[src/hw/eic_defines.svh]
// register map, field positions and filter counts of the external interrupt stage
`ifndef EIC_DEFINES_SVH
`define EIC_DEFINES_SVH

// control register location and reset value
`define EIC_CTRL_ADDR   12'h037
`define EIC_SFR_LO      12'h000
`define EIC_SFR_HI      12'h03f
`define EIC_DBR_LO      12'hf80
`define EIC_CTRL_RESET  8'h00

// control register fields
`define EIC_NS_BIT      7
`define EIC_PF_BIT      6
`define EIC_C_TRG_HI    5
`define EIC_C_TRG_LO    4
`define EIC_D_TRG_HI    3
`define EIC_D_TRG_LO    2
`define EIC_B_EDGE_BIT  1
`define EIC_CTRL_MASK   8'hfe

// filter bounds in high_freq_clock periods, the clock runs at that rate
`define EIC_A_REJ_FC    2
`define EIC_A_ACC_FC    7
`define EIC_B0_REJ_FC   63
`define EIC_B0_ACC_FC   193
`define EIC_B1_REJ_FC   15
`define EIC_B1_ACC_FC   49
`define EIC_CD_REJ_FC   7
`define EIC_CD_ACC_FC   25
`define EIC_SEL_MAX_FC  26

// stable-sample counts sit between the reject and accept bounds
`define EIC_A_THR   8'((`EIC_A_REJ_FC + `EIC_A_ACC_FC) / 2)
`define EIC_B0_THR  8'((`EIC_B0_REJ_FC + `EIC_B0_ACC_FC) / 2)
`define EIC_B1_THR  8'((`EIC_B1_REJ_FC + `EIC_B1_ACC_FC) / 2)
`define EIC_CD_THR  8'((`EIC_CD_REJ_FC + `EIC_CD_ACC_FC) / 2)

// slow mode: reject below 1 fs period, accept from 3.5 fs periods
`define EIC_SLOW_THR    8'h02
`define EIC_WARM_DONE   2'h3

`endif

[src/hw/eic_pkg.sv]
// types of the external interrupt stage
package eic_pkg;

  // trigger codes of the two-bit trigger fields, in code order 00..11
  typedef enum logic [1:0] {
    EIC_TRG_RISE,
    EIC_TRG_FALL,
    EIC_TRG_BOTH,
    EIC_TRG_HIGH
  } eic_trig_t;

  // per-pin filter state
  typedef struct packed {
    logic       s1;
    logic       s2;
    logic       level;
    logic [1:0] warm;
    logic [7:0] cnt;
    logic       rise;
    logic       fall;
  } eic_filt_state_t;

  // top-level state
  typedef struct packed {
    logic [7:0] ctrl;
    logic [4:0] latch;
    logic [1:0] armed;
    logic [7:0] rdata;
  } eic_state_t;

endpackage : eic_pkg

[src/hw/eic_filt_if.sv]
// link between the trigger logic and one noise filter
`timescale 1ns/1ps
interface eic_filt_if;
  logic       pin;
  logic [7:0] thresh;
  logic       slow;
  logic       fs_tick;
  logic       level;
  logic       rise;
  logic       fall;

  modport ctl  (output pin, output thresh, output slow, output fs_tick,
                input level, input rise, input fall);
  modport filt (input pin, input thresh, input slow, input fs_tick,
                output level, output rise, output fall);
endinterface : eic_filt_if

[src/hw/eic_filter.sv]
// digital noise filter for one external interrupt pin
`timescale 1ns/1ps
module eic_filter
  import eic_pkg::*;
(
  // clock and reset
  input wire logic ref_clk,
  input wire logic rst,
  // filter link
  eic_filt_if.filt f
);
`include "eic_defines.svh"

  eic_filt_state_t q;
  eic_filt_state_t next_q;
  logic [7:0]      thr;

  // slow mode counts low_freq_clock ticks instead of fast cycles
  assign thr = f.slow ? `EIC_SLOW_THR : f.thresh;

  // synchronise, warm up, then flip only after thr stable samples
  always_comb begin
    next_q      = q;
    next_q.s1   = f.pin;
    next_q.s2   = q.s1;
    next_q.rise = 1'b0;
    next_q.fall = 1'b0;
    if (q.warm != `EIC_WARM_DONE) begin
      next_q.warm  = q.warm + 2'h1;
      next_q.level = q.s2;
      next_q.cnt   = 8'h00;
    end else if (q.s2 == q.level) begin
      next_q.cnt = 8'h00;
    end else if (!f.slow || f.fs_tick) begin
      if (q.cnt + 8'h01 >= thr) begin
        next_q.level = q.s2;
        next_q.rise  = q.s2;
        next_q.fall  = !q.s2;
        next_q.cnt   = 8'h00;
      end else begin
        next_q.cnt = q.cnt + 8'h01;
      end
    end
  end

  // state register
  always_ff @(posedge ref_clk or posedge rst) begin
    if (rst) begin
      q <= '0;
    end else begin
      q <= next_q;
    end
  end

  assign f.level = q.level;
  assign f.rise  = q.rise;
  assign f.fall  = q.fall;
endmodule : eic_filter

[src/hw/eic_top.sv]
// external interrupt input stage: filters, triggers, latches, control register
`timescale 1ns/1ps
// Behaviour
// - five inputs, each with noise filter
// - shared pin is port input after reset
// - pin function bit: 0 port, 1 interrupt
// - a and e falling only, 2/7 fc
// - b filter 63/193 or 15/49 fc
// - c and d reject 7, accept 25
// - slow modes: 1 and 3.5 fs
// - latch set within establishment plus 6 fs
// - b edge bit: 0 rise, 1 fall
// - c/d codes rise, fall, both, high
// - requests gated by master and flags
// - port role never sets latch a
// - output changes on shared pin may fake requests
// - control register layout and reset
// - new b filter width within 26 fc
// - high level needs rising edge after reset
// - registers memory mapped in two areas; only the control register in the low area is decoded
// - latch holds until accepted or cleared
module eic_top
  import eic_pkg::*;
(
  // clock and reset
  input  wire logic       ref_clk,
  input  wire logic       rst,

  // register access from the core
  input  wire logic [11:0] sfr_addr,
  input  wire logic        sfr_wr,
  input  wire logic        sfr_rd,
  input  wire logic [7:0]  sfr_wdata,
  output logic      [7:0]  sfr_rdata,

  // clock mode
  input  wire logic       slow_mode,
  input  wire logic       fs_tick,

  // external pins
  input  wire logic       ext_irq_a_n,
  input  wire logic       ext_irq_b,
  input  wire logic       ext_irq_c,
  input  wire logic       ext_irq_d,
  input  wire logic       ext_irq_e_n,
  output logic            shared_port_bit_in,
  output logic            pin_function_irq,

  // enables from the core interrupt controller
  input  wire logic       master_irq_enable,
  input  wire logic       enable_flag_a,
  input  wire logic       enable_flag_b,
  input  wire logic       enable_flag_c,
  input  wire logic       enable_flag_d,
  input  wire logic       enable_flag_e,
  input  wire logic       shared_source_select,

  // latches
  input  wire logic [4:0] latch_clear,
  output logic      [4:0] latch_irq,
  output logic      [4:0] irq_req
);
`include "eic_defines.svh"

  eic_state_t q;
  eic_state_t next_q;

  eic_filt_if fi [5] ();

  logic [4:0] pin_vec;
  logic [7:0] thr_vec [5];
  logic [4:0] lvl;
  logic [4:0] rise;
  logic [4:0] fall;
  logic [4:0] ev;
  logic [4:0] en;
  logic       pf;
  logic       ctrl_hit;
  logic       area_hit;
  eic_trig_t  trg_c;
  eic_trig_t  trg_d;

  // decoded control fields
  assign pf    = q.ctrl[`EIC_PF_BIT];
  assign trg_c = eic_trig_t'(q.ctrl[`EIC_C_TRG_HI:`EIC_C_TRG_LO]);
  assign trg_d = eic_trig_t'(q.ctrl[`EIC_D_TRG_HI:`EIC_D_TRG_LO]);

  // the shared pin feeds the port path always, the filter only in irq role
  assign shared_port_bit_in = ext_irq_a_n;
  assign pin_function_irq   = pf;
  assign pin_vec = {ext_irq_e_n, ext_irq_d, ext_irq_c, ext_irq_b,
                    pf ? ext_irq_a_n : 1'b1};

  // filter widths; the b select takes effect on the next sample
  assign thr_vec[0] = `EIC_A_THR;
  assign thr_vec[1] = q.ctrl[`EIC_NS_BIT] ? `EIC_B1_THR : `EIC_B0_THR;
  assign thr_vec[2] = `EIC_CD_THR;
  assign thr_vec[3] = `EIC_CD_THR;
  assign thr_vec[4] = `EIC_A_THR;

  // one synchronising noise filter per pin
  for (genvar g = 0; g < 5; g++) begin : g_filt
    assign fi[g].pin     = pin_vec[g];
    assign fi[g].thresh  = thr_vec[g];
    assign fi[g].slow    = slow_mode;
    assign fi[g].fs_tick = fs_tick;
    assign lvl[g]        = fi[g].level;
    assign rise[g]       = fi[g].rise;
    assign fall[g]       = fi[g].fall;

    eic_filter u_filt (
      .ref_clk (ref_clk),
      .rst     (rst),
      .f       (fi[g])
    );
  end

  // trigger test for the two-bit trigger fields
  function automatic logic trig_hit(
    input eic_trig_t mode,
    input logic      r,
    input logic      fl,
    input logic      level,
    input logic      armed
  );
    logic hit;
    hit = 1'b0;
    unique case (mode)
      EIC_TRG_RISE: hit = r;
      EIC_TRG_FALL: hit = fl;
      EIC_TRG_BOTH: hit = r | fl;
      EIC_TRG_HIGH: hit = level & (armed | r);
    endcase
    return hit;
  endfunction : trig_hit

  // qualified events per input
  always_comb begin
    ev[0] = fall[0] & pf;
    ev[1] = q.ctrl[`EIC_B_EDGE_BIT] ? fall[1] : rise[1];
    ev[2] = trig_hit(trg_c, rise[2], fall[2], lvl[2], q.armed[0]);
    ev[3] = trig_hit(trg_d, rise[3], fall[3], lvl[3], q.armed[1]);
    ev[4] = fall[4];
  end

  // register decode inside the special function area
  assign ctrl_hit = (sfr_addr == `EIC_CTRL_ADDR);
  assign area_hit = (sfr_addr <= `EIC_SFR_HI);

  // next state
  always_comb begin
    next_q = q;
    // control register write, unused bit 0 kept at zero
    if (sfr_wr && ctrl_hit) begin
      next_q.ctrl = sfr_wdata & `EIC_CTRL_MASK;
    end
    // read data is registered; anything but the control register reads zero
    if (sfr_rd) begin
      next_q.rdata = (ctrl_hit && area_hit) ? q.ctrl : 8'h00;
    end
    // high-level mode arms on a rising edge and disarms on a falling one
    if (rise[2]) begin
      next_q.armed[0] = 1'b1;
    end else if (fall[2]) begin
      next_q.armed[0] = 1'b0;
    end
    if (rise[3]) begin
      next_q.armed[1] = 1'b1;
    end else if (fall[3]) begin
      next_q.armed[1] = 1'b0;
    end
    // a new event wins over a clear in the same cycle
    next_q.latch = (q.latch & ~latch_clear) | ev;
  end

  // state register
  always_ff @(posedge ref_clk or posedge rst) begin
    if (rst) begin
      q      <= '0;
      q.ctrl <= `EIC_CTRL_RESET;
    end else begin
      q <= next_q;
    end
  end

  // enable gating toward the core; clearing a flag masks pin glitches
  assign en = {enable_flag_e,
               enable_flag_d,
               enable_flag_c & shared_source_select,
               enable_flag_b,
               enable_flag_a & pf} & {5{master_irq_enable}};

  assign irq_req   = q.latch & en;
  assign latch_irq = q.latch;
  assign sfr_rdata = q.rdata;

  // a set latch stays set until cleared
  generate
    for (genvar k = 0; k < 5; k++) begin : g_chk

    end
  endgenerate
endmodule : eic_top

[config.mk]
export PLATFORM = sky130hd
export DESIGN_NAME = eic_top
export DESIGN_NICKNAME = d
export VERILOG_FILES = /design/src/hw/eic_pkg.sv /design/src/hw/eic_filt_if.sv /design/src/hw/eic_filter.sv /design/src/hw/eic_top.sv
export VERILOG_INCLUDE_DIRS = /design/src /design/src/hw
export SDC_FILE = /design/constraint.sdc
export NUM_CORES = 1
export LEC_CHECK = 0
export BUFFER_PORTS_ARGS = -buffer_cell sky130_fd_sc_hd__buf_2
export CORE_MARGIN = 4
export CORE_UTILIZATION = 62
export DETAILED_ROUTE_END_ITERATION = 8
export HOLD_SLACK_MARGIN = 0.06
export PLACE_DENSITY = 0.89
export SETUP_SLACK_MARGIN = 0.1
export SLEW_MARGIN = 10
export SYNTH_ARGS = -nofsm -noshare
export SYNTH_HDL_FRONTEND = slang
export SYNTH_SLANG_ARGS = --single-unit
[constraint.sdc]
create_clock -name ref_clk -period 5.85 [get_ports ref_clk]
set_clock_uncertainty 0.15 [all_clocks]
set_input_delay 0.585 -clock ref_clk [delete_from_list [all_inputs] [get_ports ref_clk]]
set_output_delay 0.585 -clock ref_clk [all_outputs]
set_load 0.02 [all_outputs]
-- After elaboration in Yosys (flattened, before gate mapping)
Cells that the tools add are included.
- add/sub/neg operators: 10
- order comparisons: 6
- equal/unequal tests: 22
- muxes and demuxes: 68
- bitwise operators: 14
- reduce and logical (&&, ||, !) cells: 33
- operator list (kind ; number):
    $mux W8 ; 18
    $mux W10 ; 5
    $add A8 B1 Y8 const B ; 5
    $ge A8 B8 Y1 ; 5
    $mux W1 ; 30
    $reduce_bool A2 Y1 ; 12
    $mux W2 ; 11
    $and A5 B5 Y5 ; 3
    $reduce_and A3 Y1 ; 5
    $reduce_bool A3 Y1 ; 5
    $eq A12 B6 Y1 const B ; 1
    $le A12 B6 Y1 const B ; 1
    $add A2 B1 Y2 const B ; 5
    $ne A2 B1 Y1 const B ; 5
    $ne A2 B2 Y1 const B ; 5
    $eq A2 B2 Y1 const B ; 4
    $pmux W1 S4 ; 2
    $logic_not A1 Y1 ; 6
    $and A1 B1 Y1 ; 5
    $eq A1 B1 Y1 ; 5
    $mux W5 ; 1
    $not A5 Y5 ; 1
    $or A5 B5 Y5 ; 1
    $eq A2 B1 Y1 const B ; 2
    5 further kinds ; 10
- register bits: 95
- input bits: 43
- output and inout bits: 20
- word-level logic and storage cells: 191

-- Longest topological paths before layout
- word-level depth: 7
- depth in mapped cells: 12

-- Modules after synthesis
From an unflattened synthesis, not the netlist that was laid out.
- cell total of the unflattened synthesis: 562
- area total of the unflattened synthesis: 5833.1 µm²
- by module, submodules not included (module ; instances ; cells each ; area an instance (µm²) ; seq. area each (µm²)):
    eic_filter ; 5 ; 91 ; 949.7 ; 375.4
    eic_top ; 1 ; 107 ; 1084.8 ; 525.5

-- Least setup slack after synthesis
OpenSTA, ideal clock, no wires.
- path kind: register to register
- start point: reg g_filt[2].u_filt.q[2] (netlist bit)
- end point: reg g_filt[2].u_filt.q, in the netlist g_filt[2].u_filt.f.level
- setup time: 125 ps
- data arrival time: 2586 ps
- data required time: 5575 ps
- setup slack: 2989 ps
- cell stages (with the launch flop): 10
- path buffers: 0
- cells stage by stage: dfrtp_1 > ha_1 > nand3_1 > and2_1 > or2_2 > ha_1 > or4b_4 > o21ai_4 > o221ai_2 > mux2_4
- longest elaborated chain between the ends: 4
- ends and longest elaborated chain (element ; line ; text):
    start, declared ; eic_filter.sv:14 ; eic_filt_state_t q;
    start signal, assigned ; eic_filter.sv:51 ; q <= next_q;
    $add A8 B1 Y8 ; eic_filter.sv:35 ; if (q.cnt + 8'h01 >= thr) begin
    $ge A8 B8 Y1 ; eic_filter.sv:35 ;
    $reduce_bool A2 Y1 (no line) ; - ;
    $reduce_and A3 Y1 (no line) ; - ;
Every way passes these cells.
A chain may end at the register's enable or synchronous reset.

-- Worst setup path after layout
Ends and elaborated chain as after synthesis.

==> impl_metrics.py <==
metrics = {
    "status": {
        "status": "completed",
    },
    "yosys": {
        "synth_edf_count": 0,
        "ys_types": 62,
        "seq_area_frac_synth": 0.485,
        "yosys_warnings": 0,
        "synth_area_um2": 4850,
        "ys_ff_latch": 94,
        "netlist_instances": 466,
        "synth_area_per_cell_um2": 10.4,
        "netlist.area_leader.share": 0.485,
        "synth_ff_type": "dfrtp_1",
        "synthesis.nets": 530,
        "yosysTopAreaCell": "dfrtp_1",
        "ys_async_sr_fraction": 1.00,
        "synthTopCellsByArea": "dfrtp_1 48%, ha_1 5.4%, nand2_1 3.6%, mux2_2 3.5%, and2_1 2.4%",
    },
    "die": {
        "design.portCount": 63,
        "dieArea_um2": 9310,
        "core_um2": 7450,
        "die_h_um": 96.5,
        "placementRows": 31,
        "initial_core_util": 0.652,
        "die_x_um": 96.5,
    },
    "critical_path": {
        "worstSetupPathType": "flop to flop",
        "critPathLaunch": "g_filt[2].u_filt.q[2]",
        "cp-start-kind": "flop",
        "cp.arrival_ns": 3.21,
        "rr_startpoint": "g_filt[2].u_filt.q[2]",
        "critPathCaptureType": "flop",
        "cp.required_ns": 5.96,
        "crit_path_max_fanout": 8,
    },
    "cts": {
        "cts_root_buf": "clkbuf_8",
        "tritoncts": "yes",
        "cts_hold_buf": 0,
        "cts_buffers": 9,
        "cts_setup_buffers": 0,
        "cts_max_level": 3,
        "worstSkewPairLatency_ns": 0.36,
        "clock-sinks": 94,
        "clk_pin_slew_ns": 0.09,
        "clockBufferDepth": 2,
        "ctsResizeCount": 0,
    },
    "route": {
        "antenna_left": 0,
        "drcViolationCount": 0,
        "vias": 3711,
        "drtIter0Drc": 185,
        "dr.pass1.iters": 5,
        "routed_wl_mm": 9.62,
        "avgRoutedWirePerCell_um": 15.6,
        "viasPerCell": 6.02,
    },
    "pwr": {
        "intPower_mw": 1.07,
        "pwr-share-comb": 0.228,
        "p_sw_mw": 0.481,
        "seqPwrFrac": 0.501,
        "p_per_area_nw_per_um2": 290,
        "clkPwrFrac": 0.270,
        "vdd_drop_max_v": 0.000226,
        "cellLeakagePower_nw": 2.54,
        "p_sw_frac": 0.311,
        "p_total_mw": 1.55,
    },
    "timing": {
        "fmax_mhz": 322,
        "slew_headroom": 0.494,
        "finalCritPeriodShare": 0.531,
        "tightest_slew_ns": 0.758,
        "rsz0062_at_grt": "no",
        "whs_ns": 0.0924,
        "finalSetupTns_ns": 0,
        "setup_ws_ns": 2.74,
        "finalSetupViolations": 0,
        "finalHoldViolations": 0,
        "fin_crit_ns": 3.11,
        "report.final.slew_viol_count": 0,
    },
    "finish": {
        "final_nets": 577,
        "n_antenna_cell": 0,
        "mostFrequentLayoutCell": "dfrtp_1",
        "syn2layout_area_growth_pct": 9.88,
        "mostFrequentLayoutCells": "94 x dfrtp_1, 60 x buf_2, 46 x nand2_1",
        "drive_above_1_share": 0.203,
    },
    "placement": {
        "place_ws_ns": 2.77,
        "place_congestion": 0.900,
        "port_buffers": 60,
        "hpwlAfterDp_mm": 6.95,
    },
    "global_route": {
        "grt_pass1_vias": 3667,
        "grt_pass1_wl_mm": 16.1,
        "overflow": 0,
        "grt_use_total": 0.222,
        "antenna_found_initial": 0,
        "grt_max_degree": 63,
    },
    "run": {
        "maxCapViolations": 0,
    },
    "min_path": {
        "min_path_type": "input pin to asynchronous set/reset pin",
    },
}
[worst paths after layout]
path | slack, ns | to | cells past startpoint
min reg2reg | 0.20 | g_filt[0].u_filt.q[13] | 0
max reg2reg | 2.74 | g_filt[2].u_filt.f.level | 9
min | 0.09 | g_filt[2].u_filt.q[5] | 2
max in group asynchronous | 4.31 | sfr_rdata[4] | 3
min in group ref_clk | 0.17 | g_filt[2].u_filt.next_q[13] | 1
max | 2.74 | g_filt[2].u_filt.f.level | 9
[final cells by class]
cell class	count	area [µm²]
repair buffers	62	315
clock buffers	11	141
inverters	26	98.8
clock inverters	4	47.5
well taps	99	124
fillers	535	2120
flip-flops and latches	94	2350
multi-input cells	320	2250
[cell families after synthesis]
logic type               count (synthesis)  synth area share
multiplexers                            21            0.0485
XOR/XNOR                                17            0.0307
AND/OR/NAND/NOR                        180             0.211
buffers and inverters                   52            0.0511
flip-flops                              94             0.485
other                                    1          0.000773
adder cells (fa/ha/maj)                 21            0.0542
AO/OA/AOI/OAI                           80             0.119
[power by group through the flow]
stage / clock network [mW] / logic [mW] / registers, mW
6_report: 0.418 / 0.353 / 0.776
5_1_grt: 0.452 / 0.403 / 0.787
4_1_cts: 0.423 / 0.354 / 0.775
3_5_place_dp: 0 / 0.351 / 0.787
3_3_place_gp: 0 / 0.328 / 0.780
2_1_floorplan: 0 / 0.278 / 0.770
[sequential cells by signal, indices dropped and copies added, names as in the netlist]
register / cells
g_filt.u_filt.q: 55
g_filt.u_filt.f.rise: 3
g_filt.u_filt.f.level: 5
pin_function_irq: 1
g_filt.u_filt.f.fall: 5
q: 8
g_filt.u_filt.next_q: 5
latch_irq: 5
sfr_rdata: 7
[metal layers]
layer,GRT usage,routed length [µm],up-vias
met4,0.0689,139,0
met5,0,0,-
met1,0.275,4200,1827
met2,0.386,4700,119
li1,-,-,1749
met3,0.0527,580,16
[synth_stat cells (10+ instances only)]
cell type / n
a21oi_1: 16
xor2_1: 10
and2_1: 19
inv_1: 26
nand3_1: 21
mux2_2: 15
clkbuf_1: 10
buf_4: 14
dfrtp_1: 94
nor2_1: 11
nand2_1: 46
and3_1: 17
ha_1: 21
[metrics by stage]
| step | area (µm²) | instances | utilization |
|---|---|---|---|
| after floorplan | 4850 | 466 | - |
| after global placement | 5140 | 601 | 0.691 |
| after detailed placement | 5140 | 601 | 0.691 |
| after CTS | 5330 | 616 | 0.716 |
| after global routing | 5330 | 616 | 0.716 |
| final | 5330 | 616 | 0.716 |
[critical path, stage by stage, from the launching register on]
cell	delay [ns]
dfrtp_1	0.46
ha_1	0.27
nand3_1	0.17
and2_1	0.21
or2_2	0.30
ha_1	0.20
or4b_4	0.55
o21ai_4	0.25
o221ai_2	0.14
mux2_4	0.31
(Power assumes the default switching activity.)
